**config.mk**
```make
export PLATFORM = sky130hd
export DESIGN_NAME = csfl_top
export DESIGN_NICKNAME = d
export VERILOG_FILES = /design/src/shared/csfl_pkg.sv /design/src/verilog/csfl_cond_eval.sv /design/src/verilog/csfl_top.sv
export VERILOG_INCLUDE_DIRS = /design/src /design/src/shared
export SDC_FILE = /design/constraint.sdc
export NUM_CORES = 1
export LEC_CHECK = 0
export BUFFER_PORTS_ARGS = -buffer_cell sky130_fd_sc_hd__buf_2
export CORE_MARGIN = 2
export CORE_UTILIZATION = 50
export CTS_CLUSTER_SIZE = 28
export DETAILED_ROUTE_END_ITERATION = 8
export PLACE_DENSITY = 0.78
export SYNTH_ARGS = -nofsm -noshare
export SYNTH_HDL_FRONTEND = slang
export SYNTH_SLANG_ARGS = --single-unit
```
**constraint.sdc**
```tcl
create_clock -name clk_i -period 11.6 [get_ports clk_i]
set_input_delay 1.74 -clock clk_i [delete_from_list [all_inputs] [get_ports clk_i]]
set_output_delay 1.74 -clock clk_i [all_outputs]
set_load 0.02 [all_outputs]
```
**src/shared/csfl_params.svh**
```systemverilog
// Behaviour
// - flag register sits at register address fch, read and written like control registers
// - carry, overflow, zero and sign feed conditional jump evaluation
// - half-carry and decimal-adjust serve decimal correction only, never jump conditions
// - two user flags change only on explicit writes or interrupt return, and never feed jumps
// - watchdog refresh instruction forces zero to one, clears sign and overflow
// - arithmetic sets carry on carry out of or borrow into bit 7
// - rotate or shift loads carry with the last bit moved out
// - dedicated instructions set, clear or invert the carry flag
// - interrupt return reloads every flag bit from the stacked image
// - arithmetic and logical results of zero set the zero flag
// - mask tests set zero when the masked result is 00h
// - rotate or shift results of 00h set the zero flag
// - sign flag copies bit 7 of arithmetic, logical, rotate and shift results
// - overflow flags signed range escape beyond 127 or -128; logical ops clear it
// - decimal-adjust flag is one after subtraction, zero after addition
// - half-carry flags carry out of or borrow from bit 3
// - a 4-bit condition field selects one of sixteen functions of c, z, s, v
`ifndef CSFL_PARAMS_SVH
`define CSFL_PARAMS_SVH

`define CSFL_ADDR_W      8
`define CSFL_FLAG_ADDR   8'hfc
`define CSFL_FLAG_RESET  8'h00

`define CSFL_BIT_C       7
`define CSFL_BIT_Z       6
`define CSFL_BIT_S       5
`define CSFL_BIT_V       4
`define CSFL_BIT_D       3
`define CSFL_BIT_H       2
`define CSFL_BIT_U2      1
`define CSFL_BIT_U1      0

`define CSFL_DA_NIBBLE   4'h9
`define CSFL_DA_BYTE     8'h99
`define CSFL_DA_LO_CORR  8'h06
`define CSFL_DA_HI_CORR  8'h60

`endif

```
**src/shared/csfl_pkg.sv**
```systemverilog
`default_nettype none
package csfl_pkg;

    typedef enum logic [4:0] {
        op_none   = 5'h00,
        op_add    = 5'h01,
        op_adc    = 5'h02,
        op_sub    = 5'h03,
        op_sbc    = 5'h04,
        op_cp     = 5'h05,
        op_inc    = 5'h06,
        op_dec    = 5'h07,
        op_and    = 5'h08,
        op_or     = 5'h09,
        op_xor    = 5'h0a,
        op_com    = 5'h0b,
        op_mask_test_instr          = 5'h0c,
        op_inverted_mask_test_instr = 5'h0d,
        op_rl     = 5'h0e,
        op_rlc    = 5'h0f,
        op_rr     = 5'h10,
        op_rrc    = 5'h11,
        op_sra    = 5'h12,
        op_swap   = 5'h13,
        op_decimal_correct_instr    = 5'h14,
        op_carry_set_instr          = 5'h15,
        op_carry_clear_instr        = 5'h16,
        op_carry_invert_instr       = 5'h17,
        op_watchdog_refresh_instr   = 5'h18,
        op_interrupt_return_instr   = 5'h19
    } csfl_op_t;

    typedef enum logic [3:0] {
        cond_never = 4'h0,
        cond_lt    = 4'h1,
        cond_le    = 4'h2,
        cond_ule   = 4'h3,
        cond_ov    = 4'h4,
        cond_mi    = 4'h5,
        cond_zero  = 4'h6,
        cond_cy    = 4'h7,
        cond_always= 4'h8,
        cond_ge    = 4'h9,
        cond_gt    = 4'ha,
        cond_ugt   = 4'hb,
        cond_nov   = 4'hc,
        cond_pl    = 4'hd,
        cond_nz    = 4'he,
        cond_nc    = 4'hf
    } csfl_cond_t;

endpackage : csfl_pkg
`default_nettype wire

```
**src/verilog/csfl_cond_eval.sv**
```systemverilog
`timescale 1ns/1ps
`default_nettype none
`include "csfl_params.svh"
module csfl_cond_eval
    import csfl_pkg::*;
(
    input  wire logic [3:0] jump_condition_field_i,
    input  wire logic       carry_i,
    input  wire logic       zero_i,
    input  wire logic       sign_i,
    input  wire logic       ovf_i,
    output logic            taken_o
);

    logic lt;

    // only c, z, s, v enter here; h, d and user bits have no path in
    assign lt = sign_i ^ ovf_i;

    always_comb begin
        case (csfl_cond_t'(jump_condition_field_i))
            cond_never:  taken_o = 1'b0;
            cond_lt:     taken_o = lt;
            cond_le:     taken_o = zero_i | lt;
            cond_ule:    taken_o = carry_i | zero_i;
            cond_ov:     taken_o = ovf_i;
            cond_mi:     taken_o = sign_i;
            cond_zero:   taken_o = zero_i;
            cond_cy:     taken_o = carry_i;
            cond_always: taken_o = 1'b1;
            cond_ge:     taken_o = ~lt;
            cond_gt:     taken_o = ~(zero_i | lt);
            cond_ugt:    taken_o = ~carry_i & ~zero_i;
            cond_nov:    taken_o = ~ovf_i;
            cond_pl:     taken_o = ~sign_i;
            cond_nz:     taken_o = ~zero_i;
            default:     taken_o = ~carry_i;
        endcase
    end

endmodule : csfl_cond_eval
`default_nettype wire

```
**src/verilog/csfl_top.sv**
```systemverilog
// Added by the designer: the Wishbone register port.
`timescale 1ns/1ps
`default_nettype none
`include "csfl_params.svh"
module csfl_top
    import csfl_pkg::*;
(
    input  wire logic                     clk_i,
    input  wire logic                     rst_i,
    input  wire logic                     wb_cyc_i,
    input  wire logic                     wb_stb_i,
    input  wire logic                     wb_we_i,
    input  wire logic [`CSFL_ADDR_W-1:0]  wb_adr_i,
    input  wire logic [3:0]               wb_sel_i,
    input  wire logic [31:0]              wb_dat_i,
    output logic      [31:0]              wb_dat_o,
    output logic                          wb_ack_o,
    input  wire logic                     op_valid_i,
    input  wire logic [4:0]               op_i,
    input  wire logic [7:0]               dst_i,
    input  wire logic [7:0]               src_i,
    input  wire logic [7:0]               stack_flags_i,
    input  wire logic [3:0]               jump_condition_field_i,
    output logic      [7:0]               flags_o,
    output logic      [7:0]               result_o,
    output logic                          result_we_o,
    output logic                          cond_true_o
);

    ////////////////////////////////////////////////////////////////////////////////////////////
    // register bus slave

    logic       ack_r;
    logic [7:0] flag_r;
    logic [7:0] flag_nxt;
    logic       bus_req;
    logic       hit;
    logic       bus_wr;
    csfl_op_t   op;

    assign op      = csfl_op_t'(op_i);
    assign bus_req = wb_cyc_i & wb_stb_i & ~ack_r;
    assign hit     = (wb_adr_i[`CSFL_ADDR_W-1:2] == (`CSFL_ADDR_W-2)'(`CSFL_FLAG_ADDR >> 2));
    // only byte lane 0 carries the flags
    assign bus_wr  = bus_req & wb_we_i & hit & wb_sel_i[0];

    always_ff @(posedge clk_i) begin
        if (rst_i) begin
            ack_r <= 1'b0;
        end else begin
            // one-cycle ack, dropped the cycle after it is given
            ack_r <= bus_req;
        end
    end

    always_ff @(posedge clk_i) begin
        if (rst_i) begin
            wb_dat_o <= 32'h0000_0000;
        end else if (bus_req & ~wb_we_i) begin
            if (hit) begin
                wb_dat_o <= {24'h00_0000, flag_r};
            end else begin
                // unmapped words read as zero, writes to them vanish
                wb_dat_o <= 32'h0000_0000;
            end
        end
    end

    assign wb_ack_o = ack_r;

    ////////////////////////////////////////////////////////////////////////////////////////////
    // flag computation

    logic       c_in;
    logic [8:0] wide;
    logic [4:0] half;
    logic [7:0] res;
    logic       res_we;
    logic       is_sub;
    logic [7:0] operand_b;
    logic       cin;
    logic       corr_lo;
    logic       corr_hi;
    logic [7:0] corr;

    assign c_in = flag_r[`CSFL_BIT_C];

    always_comb begin
        flag_nxt  = flag_r;
        res       = dst_i;
        res_we    = 1'b0;
        wide      = 9'h000;
        half      = 5'h00;
        is_sub    = 1'b0;
        operand_b = src_i;
        cin       = 1'b0;
        corr_lo   = 1'b0;
        corr_hi   = 1'b0;
        corr      = 8'h00;
        case (op)
            op_add, op_adc, op_inc, op_sub, op_sbc, op_cp, op_dec: begin
                is_sub = (op == op_sub) || (op == op_sbc) || (op == op_cp) || (op == op_dec);
                if ((op == op_inc) || (op == op_dec)) begin
                    operand_b = 8'h01;
                end
                if ((op == op_adc) || (op == op_sbc)) begin
                    cin = c_in;
                end
                if (is_sub) begin
                    wide = {1'b0, dst_i} - {1'b0, operand_b} - {8'h00, cin};
                    half = {1'b0, dst_i[3:0]} - {1'b0, operand_b[3:0]} - {4'h0, cin};
                end else begin
                    wide = {1'b0, dst_i} + {1'b0, operand_b} + {8'h00, cin};
                    half = {1'b0, dst_i[3:0]} + {1'b0, operand_b[3:0]} + {4'h0, cin};
                end
                res    = wide[7:0];
                res_we = (op != op_cp);
                // increment and decrement leave carry, half-carry and decimal flags alone
                if ((op != op_inc) && (op != op_dec)) begin
                    flag_nxt[`CSFL_BIT_C] = wide[8];
                end
                if ((op != op_inc) && (op != op_dec) && (op != op_cp)) begin
                    flag_nxt[`CSFL_BIT_H] = half[4];
                    flag_nxt[`CSFL_BIT_D] = is_sub;
                end
                flag_nxt[`CSFL_BIT_Z] = (wide[7:0] == 8'h00);
                flag_nxt[`CSFL_BIT_S] = wide[7];
                if (is_sub) begin
                    flag_nxt[`CSFL_BIT_V] = (dst_i[7] != operand_b[7]) && (wide[7] != dst_i[7]);
                end else begin
                    flag_nxt[`CSFL_BIT_V] = (dst_i[7] == operand_b[7]) && (wide[7] != dst_i[7]);
                end
            end
            op_and, op_or, op_xor, op_com: begin
                case (op)
                    op_and:  res = dst_i & src_i;
                    op_or:   res = dst_i | src_i;
                    op_xor:  res = dst_i ^ src_i;
                    default: res = ~dst_i;
                endcase
                res_we = 1'b1;
                flag_nxt[`CSFL_BIT_Z] = (res == 8'h00);
                flag_nxt[`CSFL_BIT_S] = res[7];
                flag_nxt[`CSFL_BIT_V] = 1'b0;
            end
            op_mask_test_instr, op_inverted_mask_test_instr: begin
                // tests never write the destination back
                if (op == op_mask_test_instr) begin
                    res = dst_i & src_i;
                end else begin
                    res = ~dst_i & src_i;
                end
                flag_nxt[`CSFL_BIT_Z] = (res == 8'h00);
                flag_nxt[`CSFL_BIT_S] = res[7];
                flag_nxt[`CSFL_BIT_V] = 1'b0;
            end
            op_rl, op_rlc, op_rr, op_rrc, op_sra, op_swap: begin
                case (op)
                    op_rl:   res = {dst_i[6:0], dst_i[7]};
                    op_rlc:  res = {dst_i[6:0], c_in};
                    op_rr:   res = {dst_i[0], dst_i[7:1]};
                    op_rrc:  res = {c_in, dst_i[7:1]};
                    op_sra:  res = {dst_i[7], dst_i[7:1]};
                    default: res = {dst_i[3:0], dst_i[7:4]};
                endcase
                res_we = 1'b1;
                // a nibble swap moves no single bit out, so carry and overflow keep their value
                if (op != op_swap) begin
                    if ((op == op_rl) || (op == op_rlc)) begin
                        flag_nxt[`CSFL_BIT_C] = dst_i[7];
                    end else begin
                        flag_nxt[`CSFL_BIT_C] = dst_i[0];
                    end
                    // sign change through the move is the signed range escape
                    flag_nxt[`CSFL_BIT_V] = res[7] ^ dst_i[7];
                end
                flag_nxt[`CSFL_BIT_Z] = (res == 8'h00);
                flag_nxt[`CSFL_BIT_S] = res[7];
            end
            op_decimal_correct_instr: begin
                corr_lo = flag_r[`CSFL_BIT_H] | (dst_i[3:0] > `CSFL_DA_NIBBLE);
                corr_hi = c_in | (dst_i > `CSFL_DA_BYTE);
                corr    = (corr_lo ? `CSFL_DA_LO_CORR : 8'h00) | (corr_hi ? `CSFL_DA_HI_CORR : 8'h00);
                // direction of correction comes from the decimal-adjust flag
                if (flag_r[`CSFL_BIT_D]) begin
                    res = dst_i - corr;
                end else begin
                    res = dst_i + corr;
                    flag_nxt[`CSFL_BIT_C] = corr_hi;
                end
                res_we = 1'b1;
                flag_nxt[`CSFL_BIT_Z] = (res == 8'h00);
                flag_nxt[`CSFL_BIT_S] = res[7];
            end
            op_carry_set_instr: begin
                flag_nxt[`CSFL_BIT_C] = 1'b1;
            end
            op_carry_clear_instr: begin
                flag_nxt[`CSFL_BIT_C] = 1'b0;
            end
            op_carry_invert_instr: begin
                flag_nxt[`CSFL_BIT_C] = ~c_in;
            end
            op_watchdog_refresh_instr: begin
                flag_nxt[`CSFL_BIT_Z] = 1'b1;
                flag_nxt[`CSFL_BIT_S] = 1'b0;
                flag_nxt[`CSFL_BIT_V] = 1'b0;
            end
            op_interrupt_return_instr: begin
                flag_nxt = stack_flags_i;
            end
            default: begin
                flag_nxt = flag_r;
            end
        endcase
    end

    ////////////////////////////////////////////////////////////////////////////////////////////
    // flag register; bit positions fixed by the field macros

    always_ff @(posedge clk_i) begin
        if (rst_i) begin
            flag_r <= `CSFL_FLAG_RESET;
        end else if (bus_wr) begin
            flag_r <= wb_dat_i[7:0];
        end else if (op_valid_i) begin
            // user bits untouched by every op except the full restore
            flag_r <= flag_nxt;
        end
    end

    assign flags_o = flag_r;

    always_ff @(posedge clk_i) begin
        if (rst_i) begin
            result_o    <= 8'h00;
            result_we_o <= 1'b0;
        end else begin
            result_we_o <= op_valid_i & res_we;
            if (op_valid_i & res_we) begin
                result_o <= res;
            end
        end
    end

    ////////////////////////////////////////////////////////////////////////////////////////////
    // jump condition; one cycle behind the flags it sees

    logic taken;

    csfl_cond_eval u_cond (
        .jump_condition_field_i (jump_condition_field_i),
        .carry_i                (flag_r[`CSFL_BIT_C]),
        .zero_i                 (flag_r[`CSFL_BIT_Z]),
        .sign_i                 (flag_r[`CSFL_BIT_S]),
        .ovf_i                  (flag_r[`CSFL_BIT_V]),
        .taken_o                (taken)
    );

    always_ff @(posedge clk_i) begin
        if (rst_i) begin
            cond_true_o <= 1'b0;
        end else begin
            cond_true_o <= taken;
        end
    end

    ////////////////////////////////////////////////////////////////////////////////////////////
    // checks

    logic [8:0] chk_add;
    logic [4:0] chk_half;
    logic       upd;

    assign chk_add  = {1'b0, dst_i} + {1'b0, src_i};
    assign chk_half = {1'b0, dst_i[3:0]} + {1'b0, src_i[3:0]};
    assign upd      = op_valid_i & ~bus_wr;

    a_wdt_flag_force: assert property (
        @(posedge clk_i) disable iff (rst_i)
        upd && op == op_watchdog_refresh_instr |=> flag_r[`CSFL_BIT_Z] && !flag_r[`CSFL_BIT_S]
            && !flag_r[`CSFL_BIT_V]
    ) else $error("watchdog op left z, s or v wrong");

    a_add_carry_out: assert property (
        @(posedge clk_i) disable iff (rst_i)
        upd && op == op_add |=> flag_r[`CSFL_BIT_C] == $past(chk_add[8])
    ) else $error("add carry mismatch");

    a_add_half_carry: assert property (
        @(posedge clk_i) disable iff (rst_i)
        upd && op == op_add |=> flag_r[`CSFL_BIT_H] == $past(chk_half[4])
    ) else $error("add half-carry mismatch");

    a_rotate_carry_out: assert property (
        @(posedge clk_i) disable iff (rst_i)
        upd && (op == op_rr || op == op_rrc || op == op_sra) |=> flag_r[`CSFL_BIT_C] == $past(dst_i[0])
    ) else $error("right move carry is not the bit shifted out");

    a_carry_invert: assert property (
        @(posedge clk_i) disable iff (rst_i)
        upd && op == op_carry_invert_instr |=> flag_r[`CSFL_BIT_C] != $past(flag_r[`CSFL_BIT_C])
    ) else $error("carry not inverted");

    a_return_restore: assert property (
        @(posedge clk_i) disable iff (rst_i)
        upd && op == op_interrupt_return_instr |=> flag_r == $past(stack_flags_i)
    ) else $error("flags not restored from stack image");

    a_logic_zero_sign: assert property (
        @(posedge clk_i) disable iff (rst_i)
        upd && (op == op_and || op == op_or || op == op_xor) ##1 result_we_o
            |-> flag_r[`CSFL_BIT_Z] == (result_o == 8'h00) && flag_r[`CSFL_BIT_S] == result_o[7]
            && !flag_r[`CSFL_BIT_V]
    ) else $error("logic op zero, sign or overflow wrong");

    a_mask_test_zero: assert property (
        @(posedge clk_i) disable iff (rst_i)
        upd && op == op_mask_test_instr |=> flag_r[`CSFL_BIT_Z] == ($past(dst_i & src_i) == 8'h00)
    ) else $error("mask test zero wrong");

    a_shift_sign_copy: assert property (
        @(posedge clk_i) disable iff (rst_i)
        upd && (op == op_rl || op == op_sra) |=> result_we_o && flag_r[`CSFL_BIT_S] == result_o[7]
            && flag_r[`CSFL_BIT_Z] == (result_o == 8'h00)
    ) else $error("shift sign or zero wrong");

    a_sub_decimal_flag: assert property (
        @(posedge clk_i) disable iff (rst_i)
        upd && (op == op_sub || op == op_sbc) |=> flag_r[`CSFL_BIT_D]
    ) else $error("decimal flag not set after subtract");

    a_user_bits_hold: assert property (
        @(posedge clk_i) disable iff (rst_i)
        !bus_wr && !(op_valid_i && op == op_interrupt_return_instr)
            |=> $stable(flag_r[`CSFL_BIT_U2:`CSFL_BIT_U1])
    ) else $error("user flags changed without a write");

    a_bus_write_wins: assert property (
        @(posedge clk_i) disable iff (rst_i)
        bus_wr |=> flag_r == $past(wb_dat_i[7:0]) ##1 !wb_ack_o
    ) else $error("bus write lost against a flag update");

    a_cond_follows_zero: assert property (
        @(posedge clk_i) disable iff (rst_i)
        jump_condition_field_i == 4'h6 |=> cond_true_o == $past(flag_r[`CSFL_BIT_Z])
    ) else $error("zero condition does not follow zero flag");

endmodule : csfl_top
`default_nettype wire

```
==> run_results.csv <==
group,metric,value,unit
clocking,clockRootBuffer,"sky130_fd_sc_hd__clkbuf_8",
synthesis,asyncSetResetFlopFracSynth,0,
worst_setup_path,crit_path_max_incr_delay,0.70,ns
clocking,worst_skew_pair.late_latency,0.28,ns
route,detailedRoute.firstPassIterationCount,5,
synthesis,synth_cell_type_count,74,
timing,timing.final.crit_share,0.493,
clocking,cts.repair_timing.setup_buffer_count,0,
worst_setup_path,cp.arrival,5.91,ns
worst_setup_path,end_kind,"register",
synthesis,synth.avg_cell_area,7.28,um2
clocking,tritoncts,"done",
worst_setup_path,critical_path.slowest_cell,"sky130_fd_sc_hd__nor3_1",
timing,maxSlewViolCount,0,
timing,grt_setup_unrepaired,"false",
final_layout,layout.cells.most_common_list,"80 x sky130_fd_sc_hd__buf_2, 60 x sky130_fd_sc_hd__nor2_1, 54 x sky130_fd_sc_hd__ha_1",
global_route,antenna_violations_before_repair,0,
worst_setup_path,crit_chain,"buf_2, inv_1, nor3_1, or2_2, inv_1, fa_1, fa_1, nor3_1, nor3_1, xnor2_1, mux2i_1, nor4_1, nand4_1, a2111oi_2",
synthesis,synth.cell_area,0.00445,mm2
clocking,clk_path_buf_depth,2,
clocking,cts_hold_repair.buffers,0,
route,number_of_remaining_drc_errors,0,
worst_setup_path,required,11.79,ns
floorplanning,core_region_area,0.00868,mm2
synthesis,synth_area_leader_cell,"sky130_fd_sc_hd__ha_1",
worst_setup_path,worst-setup-path-type,"in2reg",
worst_setup_path,timing.critical_path.max_delay_family,"simple AND/OR/NAND/NOR gates",
timing,fin_crit,5.72,ns
synthesis,syn-instance-count,611,
synthesis,synth.yosys.warnings,0,
worst_setup_path,ff_to_ff_setup_slack,8.27,ns
timing,final_hold_viol_count,0,
route,via_count,4722,
placement,numPlacedInstances,764,
floorplanning,initial_utilization,0.512,
timing,setup_tns,0,ns
final_layout,area_growth,7.57,%
route,drt.antenna.violating_nets,0,
synthesis,ys_ff_latch,27,
timing,setup-violations-final,0,
floorplanning,die_y,98.3,um
worst_hold_path,hold_path_startpoint,"result_o[7]$_SDFFE_PP0P_",
placement,io_buffer_count,80,
global_route,largest_net_degree_at_the_start_of_global_routing,40,
power_and_ir_drop,power-per-cell-area,73.5,mW/mm2
final_layout,core_util_final,0.551,
route,drt-initial-drc-count,471,
global_route,grt_remaining_overflow,0,
clocking,cts_num_sinks,27,
placement,gp_routability_congestion,1.01,
power_and_ir_drop,ir_drop,0.0409,mV
route,route.detailed.vias_per_inst,6.15,
final_layout,antenna-diode-count,0,
synthesis,synth_sequential_area_ratio,0.122,
synthesis,synthFlopType,"sky130_fd_sc_hd__dfxtp_1",
final_layout,mostFrequentLayoutCell,"sky130_fd_sc_hd__buf_2",
worst_setup_path,cp_num_buf_inv,3,
global_route,grt_util_all_layers,0.286,
clocking,clk_transition_reported_paths,0.10,ns
clocking,cts-htree-levels,1,
timing,timing.max_slew.rel_slack,0.373,
final_layout,fin_cells,768,
synthesis,synth_top_cell_area_share,0.152,
worst_setup_path,cp-start-kind,"input pin",
placement,hpwl,10.9,mm
floorplanning,floorplan.die_area,0.00966,mm2
worst_hold_path,hold-path-endpoint,"result_o[7]$_SDFFE_PP0P_",
final_layout,num-nets-final,802,
synthesis,number_of_enable_type_register_cells_in_the_synthesized_netlist,0,
global_route,vias_in_the_first_global_route,4370,
worst_setup_path,crit-reg2reg-capture,"flags_o[6]$_SDFFE_PP0P_",
run,max_cap_violations,0,
floorplanning,io-pin-count,134,
run_status,outcome,"finished clean",
worst_setup_path,worst-r2r-cell-count,11,
final_layout,layout-drive-gt1-share,0.158,
floorplanning,die_x,98.3,um
worst_setup_path,highest_fanout_seen_on_the_critical_path,33,
global_route,grt_first_pass_wirelength,22.4,mm
power_and_ir_drop,static-leakage-power,2.15,nW
worst_setup_path,worst_reg2reg_path_startpoint,"flags_o[7]$_SDFFE_PP0P_",
floorplanning,std_cell_rows,34,
route,totalWireLength,14.0,mm
worst_hold_path,hold_path_class,"reg2reg",
synthesis,yosys-top-cells-area,"sky130_fd_sc_hd__ha_1 15%, sky130_fd_sc_hd__dfxtp_1 12%, sky130_fd_sc_hd__nor2_1 5.1%, sky130_fd_sc_hd__buf_4 4.7%, sky130_fd_sc_hd__o21ai_0 4.4%",
clocking,cts_resized,0,
worst_hold_path,hold_path_depth,2,
clocking,number_of_buffers_created_by_cts,3,
worst_setup_path,path_common_cell,"sky130_fd_sc_hd__nor3_1",
timing,timing_worst_slew_pin_value,0.935,ns
route,wl_per_cell,18.2,um
timing,worst_setup_skew_after_layout,0.00414,ns
timing,fmaxAchievable,175,MHz
## layout make-up
cell class	instances	area (um2)
Sequential cell	27	541
Timing Repair Buffer	80	400
Multi-Input combinational cell	506	3500
Clock buffer	3	41.3
Tap cell	108	135
Inverter	43	161
Clock inverter	1	7.51
Fill cell	857	3890
## metal layers
metal,GRT usage,up-vias,wire [um]
met5,0,-,0
met4,0.0801,0,361
met3,0.0379,29,1410
met2,0.477,259,6510
met1,0.389,2177,5710
li1,-,2257,-
## cells in the mapped netlist (all sizes together), types with 5 or more instances
cell type and n:
xnor2 15, a221o 5, nand2b 12, a22oi 14, nand3b 5, nand4 6, dfxtp 27, nand2 41
nor2b 13, and2 6, o21ai 40, a221oi 6, nand3 10, buf 40, or2 9, a211oi 6
a31oi 5, or3 7, inv 42, clkbuf 18, nor2 62, a21oi 34, mux2i 11, nor4 6
nor3 15, xor2 6, or4 5, ha 54, o21a 10, o211ai 7, o2111ai 6
## sequential cells by signal (all words and copies together), names as in the netlist
signal and cells:
wb_ack_o 1, flags_o 8, result_o 8, result_we_o 1, cond_true_o 1, wb_dat_o 8
## logic make-up after synthesis
| kind of cell | share of synthesized area |
|---|---|
| simple gates | 0.253 |
| compound gates | 0.267 |
| buf+inv | 0.111 |
| fa+ha+maj | 0.170 |
| flops | 0.122 |
| xor+xnor | 0.0414 |
| mux | 0.0349 |
| other cells | 0.000843 |
## tightest hold or removal path: cells and delay by family, from the launching register on
family	cells	cell delay [ns]
AND/OR/NAND/NOR	2	0.13
flip-flops	1	0.32
## stage by stage
step	area [um2]	worst slack, ns	hold slack [ns]	power [mW]
after floorplan	4530	6.60	0.529	0.247
after global placement	4730	5.61	0.474	0.288
after detailed placement	4730	5.64	0.476	0.293
after CTS	4780	5.92	0.493	0.348
after global routing	4780	5.30	0.530	0.379
final	4780	5.88	0.492	0.351
## how the worst max path moves through the flow
stage | to | startpoint | cells after the start
floorplan | flags_o[6]$_SDFFE_PP0P_ | op_i[1] | 15
global placement | flags_o[6]$_SDFFE_PP0P_ | op_i[1] | 14
detailed placement | flags_o[6]$_SDFFE_PP0P_ | op_i[1] | 14
CTS | flags_o[6]$_SDFFE_PP0P_ | op_i[1] | 14
global route | flags_o[6]$_SDFFE_PP0P_ | op_i[1] | 14
finish | flags_o[6]$_SDFFE_PP0P_ | op_i[1] | 14
## report_power, final
group / switching [mW] / internal [mW] / total [mW]
clock network: 0.0315 / 0.0245 / 0.0559
registers: 0.00367 / 0.0969 / 0.101
logic: 0.122 / 0.0725 / 0.195
Power figures use the tool's default switching activity.
